==> config.mk <==
export PLATFORM = sky130hd
export DESIGN_NAME = uef_ctrl
export DESIGN_NICKNAME = d
export VERILOG_FILES = /design/src/core/uef_pkg.sv /design/src/core/uef_ctrl.sv /design/src/core/uef_fifo.sv
export SDC_FILE = /design/constraint.sdc
export NUM_CORES = 1
export LEC_CHECK = 0
export ABC_CLOCK_PERIOD_IN_PS = 4450
export BUFFER_PORTS_ARGS = -buffer_cell sky130_fd_sc_hd__buf_2
export CORE_UTILIZATION = 53
export DETAILED_ROUTE_END_ITERATION = 8
export HOLD_SLACK_MARGIN = 0.06
export PLACE_DENSITY = 0.74
export RECOVER_POWER = 50
export SYNTH_ARGS = -nofsm -noshare
export SYNTH_HDL_FRONTEND = slang
export SYNTH_SLANG_ARGS = --single-unit
==> constraint.sdc <==
create_clock -name sys_clk -period 4.45 [get_ports sys_clk]
set_input_delay 0.445 -clock sys_clk [delete_from_list [all_inputs] [get_ports sys_clk]]
set_output_delay 0.445 -clock sys_clk [all_outputs]
set_load 0.1 [all_outputs]
==> src/core/uef_pkg.sv <==
// Package of register offsets, field positions and event codes for the endpoint zero flag block
package uef_pkg;
   localparam logic [7:0] ADDR_CSR      = 8'h00;  // endpoint0_control_status
   localparam logic [7:0] ADDR_EVENT    = 8'h04;  // Unmapped offset; any access is refused with pslverr
   localparam logic [7:0] ADDR_FIFO     = 8'h08;  // Received data word out of the FIFO
   localparam logic [7:0] ADDR_FIFO_ST  = 8'h0c;  // FIFO fill state
   localparam logic [7:0] CSR_RESET     = 8'h00;
   localparam int BIT_SETUP_END_ACK     = 7;
   localparam int BIT_OUT_SERVICED      = 6;
   localparam int BIT_SEND_STALL        = 5;
   localparam int BIT_SETUP_END         = 4;
   localparam int BIT_DATA_END          = 3;
   localparam int BIT_STALL_SENT        = 2;
   localparam int BIT_IN_LOADED         = 1;
   localparam int BIT_OUT_PENDING       = 0;
   localparam int FIFO_WIDTH            = 8;
   localparam int FIFO_DEPTH            = 16;
   // Token or packet events reported by the serial interface engine
   typedef enum logic [2:0] {
      UEF_EV_NONE,
      UEF_EV_SETUP,
      UEF_EV_OUT,
      UEF_EV_IN_SENT,
      UEF_EV_STALL_SENT,
      UEF_EV_XFER_END
   } uef_event_t;
endpackage

==> src/core/uef_ctrl.sv <==
// Endpoint zero handshake flags with APB access and an OUT data FIFO
//
// Register access over APB and the placing of the registers were decided locally.
`timescale 1ns/1ps
module uef_ctrl
   import uef_pkg::*;
#(
   parameter int FW = uef_pkg::FIFO_WIDTH,
   parameter int FD = uef_pkg::FIFO_DEPTH
) (
   input  wire logic                 sys_clk,
   input  wire logic                 rst_n,
   input  wire logic                 psel,
   input  wire logic                 penable,
   input  wire logic                 pwrite,
   input  wire logic [7:0]           paddr,
   input  wire logic [31:0]          pwdata,
   output logic      [31:0]          prdata,
   output logic                      pready,
   output logic                      pslverr,
   input  wire uef_pkg::uef_event_t  sie_event,
   input  wire logic [FW-1:0]        sie_data,
   input  wire logic                 sie_data_valid,
   output logic                      sie_data_ready,
   output logic                      sie_stall,
   output logic                      ep0_irq
);
   import uef_pkg::*;

   logic [7:0]    csr_q, csr_d;
   logic [31:0]   prdata_q, prdata_d;
   logic          pready_q, pready_d;
   logic          pslverr_q, pslverr_d;
   logic          stall_q, stall_d;
   logic          irq_q, irq_d;
   logic          rdy_q, rdy_d;
   logic          wr_en, rd_en, acc;
   logic [FW-1:0] f_data;
   logic          f_valid, f_pop;
   logic [$clog2(FD):0] f_level;
   logic          f_in_ready;

   assign prdata         = prdata_q;
   assign pready         = pready_q;
   assign pslverr        = pslverr_q;
   assign sie_stall      = stall_q;
   assign ep0_irq        = irq_q;
   assign sie_data_ready = rdy_q;

   // Answer one cycle after the access phase begins; access phase completes on the registered pready
   assign acc   = psel && penable && !pready_q;
   assign wr_en = acc && pwrite;
   assign rd_en = acc && !pwrite;
   assign f_pop = rd_en && (paddr == ADDR_FIFO) && f_valid;

   uef_fifo #(
      .WIDTH (FW),
      .DEPTH (FD)
   ) u_fifo (
      .sys_clk   (sys_clk),
      .rst_n     (rst_n),
      .in_data   (sie_data),
      .in_valid  (sie_data_valid && rdy_q),
      .in_ready  (f_in_ready),
      .out_data  (f_data),
      .out_valid (f_valid),
      .out_ready (f_pop),
      .level     (f_level)
   );

   always_comb begin
      csr_d     = csr_q;
      stall_d   = 1'b0;
      irq_d     = 1'b0;
      pready_d  = acc;
      pslverr_d = 1'b0;
      prdata_d  = 32'h0000_0000;
      // Registered ready keeps the output flop-driven; drops after the push that fills the last slot, so all FD slots are used
      rdy_d     = f_in_ready && !(sie_data_valid && rdy_q && f_level >= ($clog2(FD)+1)'(FD - 1));
      // Firmware write first, hardware events below win over clears
      if (wr_en && paddr == ADDR_CSR) begin
         if (pwdata[BIT_SETUP_END_ACK]) begin
            csr_d[BIT_SETUP_END] = 1'b0;
         end
         if (pwdata[BIT_OUT_SERVICED]) begin
            csr_d[BIT_OUT_PENDING] = 1'b0;
         end
         if (pwdata[BIT_SEND_STALL]) begin
            csr_d[BIT_SEND_STALL] = 1'b1;
         end
         if (pwdata[BIT_DATA_END]) begin
            csr_d[BIT_DATA_END] = 1'b1;
         end
         if (!pwdata[BIT_STALL_SENT]) begin
            csr_d[BIT_STALL_SENT] = 1'b0;
         end
         if (pwdata[BIT_IN_LOADED]) begin
            csr_d[BIT_IN_LOADED] = 1'b1;
         end
      end
      unique case (sie_event)
         UEF_EV_NONE: begin
         end
         UEF_EV_SETUP: begin
            if (csr_q[BIT_IN_LOADED]) begin
               csr_d[BIT_IN_LOADED] = 1'b0;
               irq_d = 1'b1;
            end
            if (!csr_q[BIT_DATA_END]) begin
               csr_d[BIT_SETUP_END] = 1'b1;
            end
            csr_d[BIT_DATA_END]    = 1'b0;
            csr_d[BIT_OUT_PENDING] = 1'b1;
            irq_d = 1'b1;
         end
         UEF_EV_OUT: begin
            if (csr_q[BIT_DATA_END] || csr_q[BIT_SEND_STALL]) begin
               stall_d = 1'b1;
            end else begin
               csr_d[BIT_OUT_PENDING] = 1'b1;
               irq_d = 1'b1;
               if (csr_q[BIT_IN_LOADED]) begin
                  csr_d[BIT_IN_LOADED] = 1'b0;
               end
            end
         end
         UEF_EV_IN_SENT: begin
            csr_d[BIT_IN_LOADED] = 1'b0;
            irq_d = 1'b1;
         end
         UEF_EV_STALL_SENT: begin
            csr_d[BIT_STALL_SENT] = 1'b1;
            csr_d[BIT_SEND_STALL] = 1'b0;
            irq_d = 1'b1;
         end
         UEF_EV_XFER_END: begin
            if (!csr_q[BIT_DATA_END]) begin
               csr_d[BIT_SETUP_END] = 1'b1;
               irq_d = 1'b1;
            end
            csr_d[BIT_DATA_END] = 1'b0;
         end
         default: begin
         end
      endcase
      csr_d[BIT_SETUP_END_ACK] = 1'b0;
      csr_d[BIT_OUT_SERVICED]  = 1'b0;
      if (rd_en) begin
         unique case (paddr)
            ADDR_CSR:     prdata_d = {24'h00_0000, csr_q};
            // Empty read shows zero, never a stale byte
            ADDR_FIFO:    prdata_d = f_valid ? 32'({f_valid, f_data}) : 32'h0000_0000;
            ADDR_FIFO_ST: prdata_d = 32'(f_level);
            default:      pslverr_d = 1'b1;
         endcase
      end else if (wr_en && paddr != ADDR_CSR) begin
         pslverr_d = 1'b1;
      end
   end

   always_ff @(posedge sys_clk) begin
      if (!rst_n) begin
         csr_q     <= CSR_RESET;
         prdata_q  <= 32'h0000_0000;
         pready_q  <= 1'b0;
         pslverr_q <= 1'b0;
         stall_q   <= 1'b0;
         irq_q     <= 1'b0;
         rdy_q     <= 1'b0;
      end else begin
         csr_q     <= csr_d;
         prdata_q  <= prdata_d;
         pready_q  <= pready_d;
         pslverr_q <= pslverr_d;
         stall_q   <= stall_d;
         irq_q     <= irq_d;
         rdy_q     <= rdy_d;
      end
   end
endmodule // uef_ctrl

==> src/core/uef_fifo.sv <==
// FIFO that buffers received OUT data bytes
`timescale 1ns/1ps
module uef_fifo #(
   parameter int WIDTH = 8,
   parameter int DEPTH = 16
) (
   input  wire logic             sys_clk,
   input  wire logic             rst_n,
   input  wire logic [WIDTH-1:0] in_data,
   input  wire logic             in_valid,
   output logic                  in_ready,
   output logic      [WIDTH-1:0] out_data,
   output logic                  out_valid,
   input  wire logic             out_ready,
   output logic [$clog2(DEPTH):0] level
);
   localparam int AW = $clog2(DEPTH);
   logic [WIDTH-1:0] mem [DEPTH];
   logic [AW-1:0]    wr_q, wr_d, rd_q, rd_d;
   logic [AW:0]      cnt_q, cnt_d;
   logic             push, pop;

   assign in_ready  = (cnt_q != (AW+1)'(DEPTH));
   assign out_valid = (cnt_q != '0);
   assign out_data  = mem[rd_q];
   assign level     = cnt_q;
   assign push      = in_valid && in_ready;
   assign pop       = out_valid && out_ready;

   always_comb begin
      wr_d  = push ? wr_q + AW'(1) : wr_q;
      rd_d  = pop ? rd_q + AW'(1) : rd_q;
      cnt_d = cnt_q + (AW+1)'(push) - (AW+1)'(pop);
   end

   always_ff @(posedge sys_clk) begin
      if (!rst_n) begin
         wr_q  <= '0;
         rd_q  <= '0;
         cnt_q <= '0;
      end else begin
         wr_q  <= wr_d;
         rd_q  <= rd_d;
         cnt_q <= cnt_d;
      end
   end

   always_ff @(posedge sys_clk) begin
      if (push) begin
         mem[wr_q] <= in_data;
      end
   end
endmodule // uef_fifo

Word level (Yosys, flattened, before mapping). Memory sizes are Yosys's and may differ from the RTL's. A register that Yosys moved wholly into a read port is not among the register bits. Cells that the tools add are included.

Add/sub/neg operators: 4. Magnitude comparators: 1. Equality and inequality tests: 9. Mux-type cells: 26. Bitwise gates (word level): 1. Reductions and logical operators: 31.

Operators with widths (count): $pmux 9 s3 (1); $eq 8x4->1 const B (2); $mux 1 (16); $logic_and 1x1->1 (13); $reduce_and 2->1 (5); $mux 9 (1); $reduce_or 3->1 (3); $add 4x1->4 const B (2); $logic_not 8->1 (1); $mux 4 (2); $reduce_bool 8->1 (1); $eq 3x2->1 const B (2); $eq 3x3->1 const B (2); $pmux 1 s3 (2); $add 5x1->5 (1); $ge 5x4->1 const B (1); $mux 5 (1); $ne 5x5->1 const B (1); $reduce_bool 5->1 (1); $sub 5x1->5 (1); $mux 2 (2); $reduce_or 2->1 (2); $eq 3x1->1 const B (1); $logic_not 1->1 (3); other kinds (5) (5).

Register bits: 58. Memory bits (writable): 128. Input port bits: 57. Output and inout port bits: 37. Memories: 1.

Memory list: u_fifo.mem (depth 16, bits a word 8, rd ports 1, clocked after memory_dff 1, wr ports 1, RTL line uef_fifo.sv:18) `logic [WIDTH-1:0] mem [DEPTH];`.

Longest topological paths before layout.
Word-level depth: 8. Depth in mapped cells: 13. Gate-level depth less buffers: 13.

Hierarchy. From an unflattened synthesis, not the netlist that was laid out.

Cells, all modules: 436. Area total of the unflattened synthesis: 7006.7 µm².

Modules (own cells, without submodules): uef_fifo (instances 1, cells each 308, area an instance 5878.1 µm², seq. area each 4184.0 µm²); uef_ctrl (instances 1, cells each 128, area an instance 1128.6 µm², seq. area each 400.4 µm²).

Worst setup path before layout. Ideal clock, no wire load.

Path type: register to register. Start: register rdy_q (netlist: sie_data_ready). End: register u_fifo.cnt_q[4] (netlist: u_fifo.level[4]). Arrival time: 2653 ps. Required time: 4319 ps. Path slack: 1666 ps. Cell stages (with the launch flop): 11. Path buffers: 1. Clock period less this slack: 2784 ps. Cell sequence: dfxtp_1 > and2_1 > and2_1 > clkbuf_1 > ha_1 > inv_1 > fa_1 > nand2b_1 > a21oi_1 > o21a_1 > nor3_1.

Word-level cells in the longest chain between the ends: 4.

RTL lines: from (decl) (RTL line uef_ctrl.sv:36) `logic rdy_q, rdy_d;`; from (signal assigned) (RTL line uef_ctrl.sv:177) `rdy_q <= rdy_d;`; $logic_and 1x1->1 (RTL line uef_ctrl.sv:63) `.in_valid (sie_data_valid && rdy_q),`; $logic_and 1x1->1 (RTL line uef_fifo.sv:27) `assign push = in_valid && in_ready;`; via u_fifo.push (RTL line uef_fifo.sv:21) `logic push, pop;`; $add 5x1->5 (RTL line uef_fifo.sv:33) `cnt_d = cnt_q + (AW+1)'(push) - (AW+1)'(pop);`; $sub 5x1->5 (RTL line uef_fifo.sv:33); to (signal assigned) (RTL line uef_fifo.sv:44) `cnt_q <= cnt_d;`; to (decl) (RTL line uef_fifo.sv:20) `logic [AW:0] cnt_q, cnt_d;`.

The timed path passes the listed nets, and every way through them passes these cells. A chain may end at the register's enable or synchronous reset.

Worst setup path after layout.
Start: register u_fifo.cnt_q[2] (netlist: u_fifo.level[2]). End: register u_fifo.cnt_q[4] (netlist: u_fifo.level[4]).

Word-level cells in the longest chain between the ends: 4. Elaborated cells between the ends (all ways): 7. Classes of those cells: add/sub: 2; eq/ne: 1; reduce/logical: 4.

RTL lines (RTL line): $ne 5x5->1 or $reduce_bool 5->1 (tied branches) (uef_fifo.sv:23, uef_fifo.sv:24); $logic_and 1x1->1, on equally long branches (uef_fifo.sv:27, uef_ctrl.sv:54); $add 5x1->5 or $logic_and 1x1->1 (tied branches) (uef_fifo.sv:33, uef_fifo.sv:28); $sub 5x1->5 (*) (uef_fifo.sv:33).

Every way passes the cells marked *; elsewhere a longest branch is shown, timed or not.

==> implementation parameters <==
Parameter                              Value

Outcome
  Result of the run ... finished clean

Yosys
  Synth top area cells ... edfxtp_1, mux4_2, dfxtp_1
  Netlist cell types ... 46
  Number of enable-type register cells in the synthesized netlist ... 128
  Sequential share of the synthesized area ... 0.6761
  Most frequently used flop master after synthesis ... edfxtp_1
  Synthesis Warnings ... 0
  Post-synth top area share ... 0.5669
  Cells after Synth ... 418
  Area leader, netlist ... edfxtp_1
  Mapped Avg Cell Area ... between 15 and 20 µm²
  Post-synthesis cell area ... a little under 7000 µm²
  Ys async rst share ... 0
  Flip-flop and latch count after synthesis ... about 170

Timing
  Slew @ Worst Pin ... 1.181 ns
  Unrepaired setup endpoints after global routing ... no
  Final max-slew violation count ... 0
  Clock skew after layout ... roughly 0.0094 ns
  Total setup violations reported at the end of the flow ... 0
  Hold WS ... between 0.2 and 0.3 ns
  Final hold violations ... 0
  Headroom to the max-slew limit ... 0.2160
  Final critical-path required period ... 3.051 ns
  Highest achievable clock rate ... about 330 MHz
  Ratio of final minimum period to clock period ... 0.6857
  Setup TNS Final ... 0 ns

Drt
  Wire length reported by the detailed router ... approximately 13,000 µm
  Total DRC errors in the routed layout ... 0
  Post-route antenna net violation count ... 0
  Vias ... between 3,000 and 4,000
  Number of violations reported at the end of detailed-routing iteration 0 ... about 380
  Per-cell routed wire length ... around 20 µm
  Detailed-route vias per instance ... roughly 5.7
  Number of iterations in the first detailed-routing pass ... 5

Placement
  Instance area at placement ... 7074 µm²
  Detailed placement HPWL ... between 8000 and 9000 µm
  Global placement routability congestion ... around 0.86
  Total of buffers placed on input and output ports ... 44

Global routing
  Maximum number of pins on one net before global-route repair ... 31
  Vias in the first global route ... approximately 3,600
  Total congestion overflow ... 0
  First-pass GRT wire length ... a little under 20,000 µm
  Initial antenna violation count ... 0
  All-Layer GR Usage ... 0.2163

Power
  Power Density ... 457.7 nW/µm²
  Reported leakage power ... roughly 2.5 nW
  Power Total ... about 3.5 mW
  Worst ir drop on vdd ... around 350 µV

Clocking
  Number of buffers on the longest clock path ... 2
  Post-CTS Resized ... 0
  H-Tree Depth ... 4
  Clock tree from TritonCTS ... built
  Latest clock arrival within the worst-skew pair ... around 0.42 ns
  Count of buffers added by post-CTS timing repair for setup ... 0
  Number of hold buffers added after cts ... 0
  CTS clock-pin slew for the worst setup and hold paths ... ~0.060 ns
  Clock Root Buffer ... clkbuf_16
  Number of sinks driven by the clock tree ... 165
  Number of buffers created by CTS ... 17

Die
  Floorplan die height ... approximately 120 µm
  Die Wd ... between 100 and 150 µm
  Core footprint ... between 10,000 and 15,000 µm²
  Number of I/O pins ... 94
  Standard-cell rows ... 40
  Starting Density ... 0.5530
  Full die area ... around 13,000 µm²

Setup path
  Type of origin of the critical path ... flip-flop
  Startpoint of the worst register-to-register path ... u_fifo.level[2]
  Data arrival at the endpoint of the critical path ... ~3.3 ns
  Worst Path Max Fanout ... 8
  Worst R2R End ... u_fifo.level[4]
  Slowest cell on the critical path ... or3b_2
  Path depth of the worst reg2reg path ... 13
  Crit path capture type ... flip-flop
  Data required time at the worst endpoint ... about 4.7 ns
  Internal reg-to-reg setup slack ... 1.40 ns
  Worst Path Class, Setup ... flip-flop to flip-flop
  Cell-by-cell listing of the critical path ... inv_1 -> ha_1 -> or3b_2 -> o21a_1 -> nand3_1 -> xnor2_1 -> ha_1 -> inv_1 -> fa_1 -> nand2b_1 -> a21oi_1 -> o21a_1 -> nor3_1
  Delay contributed by the slowest stage of the critical path ... slightly below 0.5 ns

Hold path
  Hold Crit Start ... sie_event[0]
  Hold path cells ... 2
  Hold EP ... sie_stall
  Worst hold-check path type ... primary input to flip-flop

Cells and area
  Utilization of the core after routing ... 0.6208
  Fraction of layout instances using a drive strength above 1 ... 0.2042
  Antenna diode count ... 0
  Area Growth Syn to Fin ... 12.27%
  Final standard cell area without fillers ... 7612 µm²
  NumNets Final ... between 500 and 600

Run
  # Max-Cap Violations ... 0
worst max-delay path by stage:
| stage | start | endpoint | slack (ns) | cells after the start |
|---|---|---|---|---|
| after detailed placement | paddr[1] | u_fifo.level[4] | 1.32 | 12 |
| final | u_fifo.level[2] | u_fifo.level[4] | 1.40 | 13 |
| after global placement | paddr[1] | u_fifo.level[4] | 1.36 | 12 |
| after CTS | u_fifo.level[2] | u_fifo.level[4] | 1.39 | 13 |
| after global routing | u_fifo.level[3] | u_fifo.level[4] | 1.19 | 13 |
| after floorplan | sie_data_ready | u_fifo.level[4] | 1.67 | 10 |
power breakdown:
group	total (mW)	internal [mW]	leakage, nW	switching (mW)
Combinational	0.338	0.0986	0.761	0.240
Sequential	1.73	1.70	1.45	0.0311
Clock	1.42	0.872	0.279	0.548
Total	3.48	2.67	2.49	0.818
sequential cells by signal, summed over array words and instances, names as in the netlist, named ones only:
name and flops:
csr_q 6, prdata 9, ep0_irq 1, sie_stall 1
u_fifo.level 5, u_fifo.rd_q 4, u_fifo.wr_q 4, u_fifo.mem 128
pslverr 1, sie_data_ready 1, pready 1
cell families (layout without fill, tap and decap cells):
logic type	after synthesis	in the layout	share of synthesized area
flops	165	165	0.6761
simple gates	87	87	0.06699
buf+inv	53	88	0.04281
compound gates	49	49	0.04687
mux	43	43	0.1319
fa+ha+maj	14	14	0.02694
xor+xnor	6	6	0.007752
other cells	1	23	0.0005531
through the flow:
stage	std cells	worst slack, ns
2_1_floorplan	440	1.666
3_3_place_gp	612	1.356
3_5_place_dp	612	1.317
4_1_cts	643	1.387
5_1_grt	643	1.187
6_report	643	1.399
layout by cell type (no fill, tap or decap), types with 4 or more instances in the layout:
cell and count:
a211oi_1 4, a21oi_1 18, a22oi_1 4, buf_2 21, clkbuf_1 26, clkbuf_16 17, clkinv_2 4, conb_1 23
dfxtp_1 35, edfxtp_1 128, ha_1 13, inv_1 13, mux2i_1 5, mux4_2 37, nand2_1 10, nand2b_1 7
nand3_1 4, nor2_1 30, nor2b_1 5, nor3_1 5, nor3_2 4, o21a_1 5, o21ai_0 6
per-layer routing:
metal | vias up | part of all wire | track usage
li1 | 1656 | - | -
met1 | 1819 | 0.42 | 0.2657
met2 | 162 | 0.50 | 0.3606
met3 | 30 | 0.053 | 0.06009
met4 | 0 | 0.026 | 0.09610
met5 | - | 0 | 0
cells in the mapped netlist (all sizes together) (3+ instances only):
cell type / instances
a222oi: 3
mux2i: 5
mux4: 37
nor2b: 5
ha: 13
nand2: 10
inv: 13
a21boi: 3
a211oi: 4
o21ai: 6
nor2: 30
clkbuf: 10
dfxtp: 37
xor2: 3
nor3: 9
or4: 4
o21a: 5
nand3: 4
a21oi: 18
nand2b: 7
a22oi: 4
and2: 4
xnor2: 3
buf: 30
edfxtp: 128
layout make-up:
cell class	count	area, µm²
inverter	13	48.80
clock inverter	11	133.9
fill	880	4649
multi-input combinational	222	2004
tap	168	210.2
sequential	165	4587
timing repair buffer	44	191.4
clock buffer	20	436.7
critical path, delay by kind of cell, from the launching register on:
family | cells | cell delay (ns)
simple gates | 4 | 0.87
xor+xnor | 1 | 0.14
flops | 1 | 0.37
compound gates | 3 | 0.64
fa+ha+maj | 3 | 0.74
buf+inv | 2 | 0.15
Power figures use the tool's default switching activity.
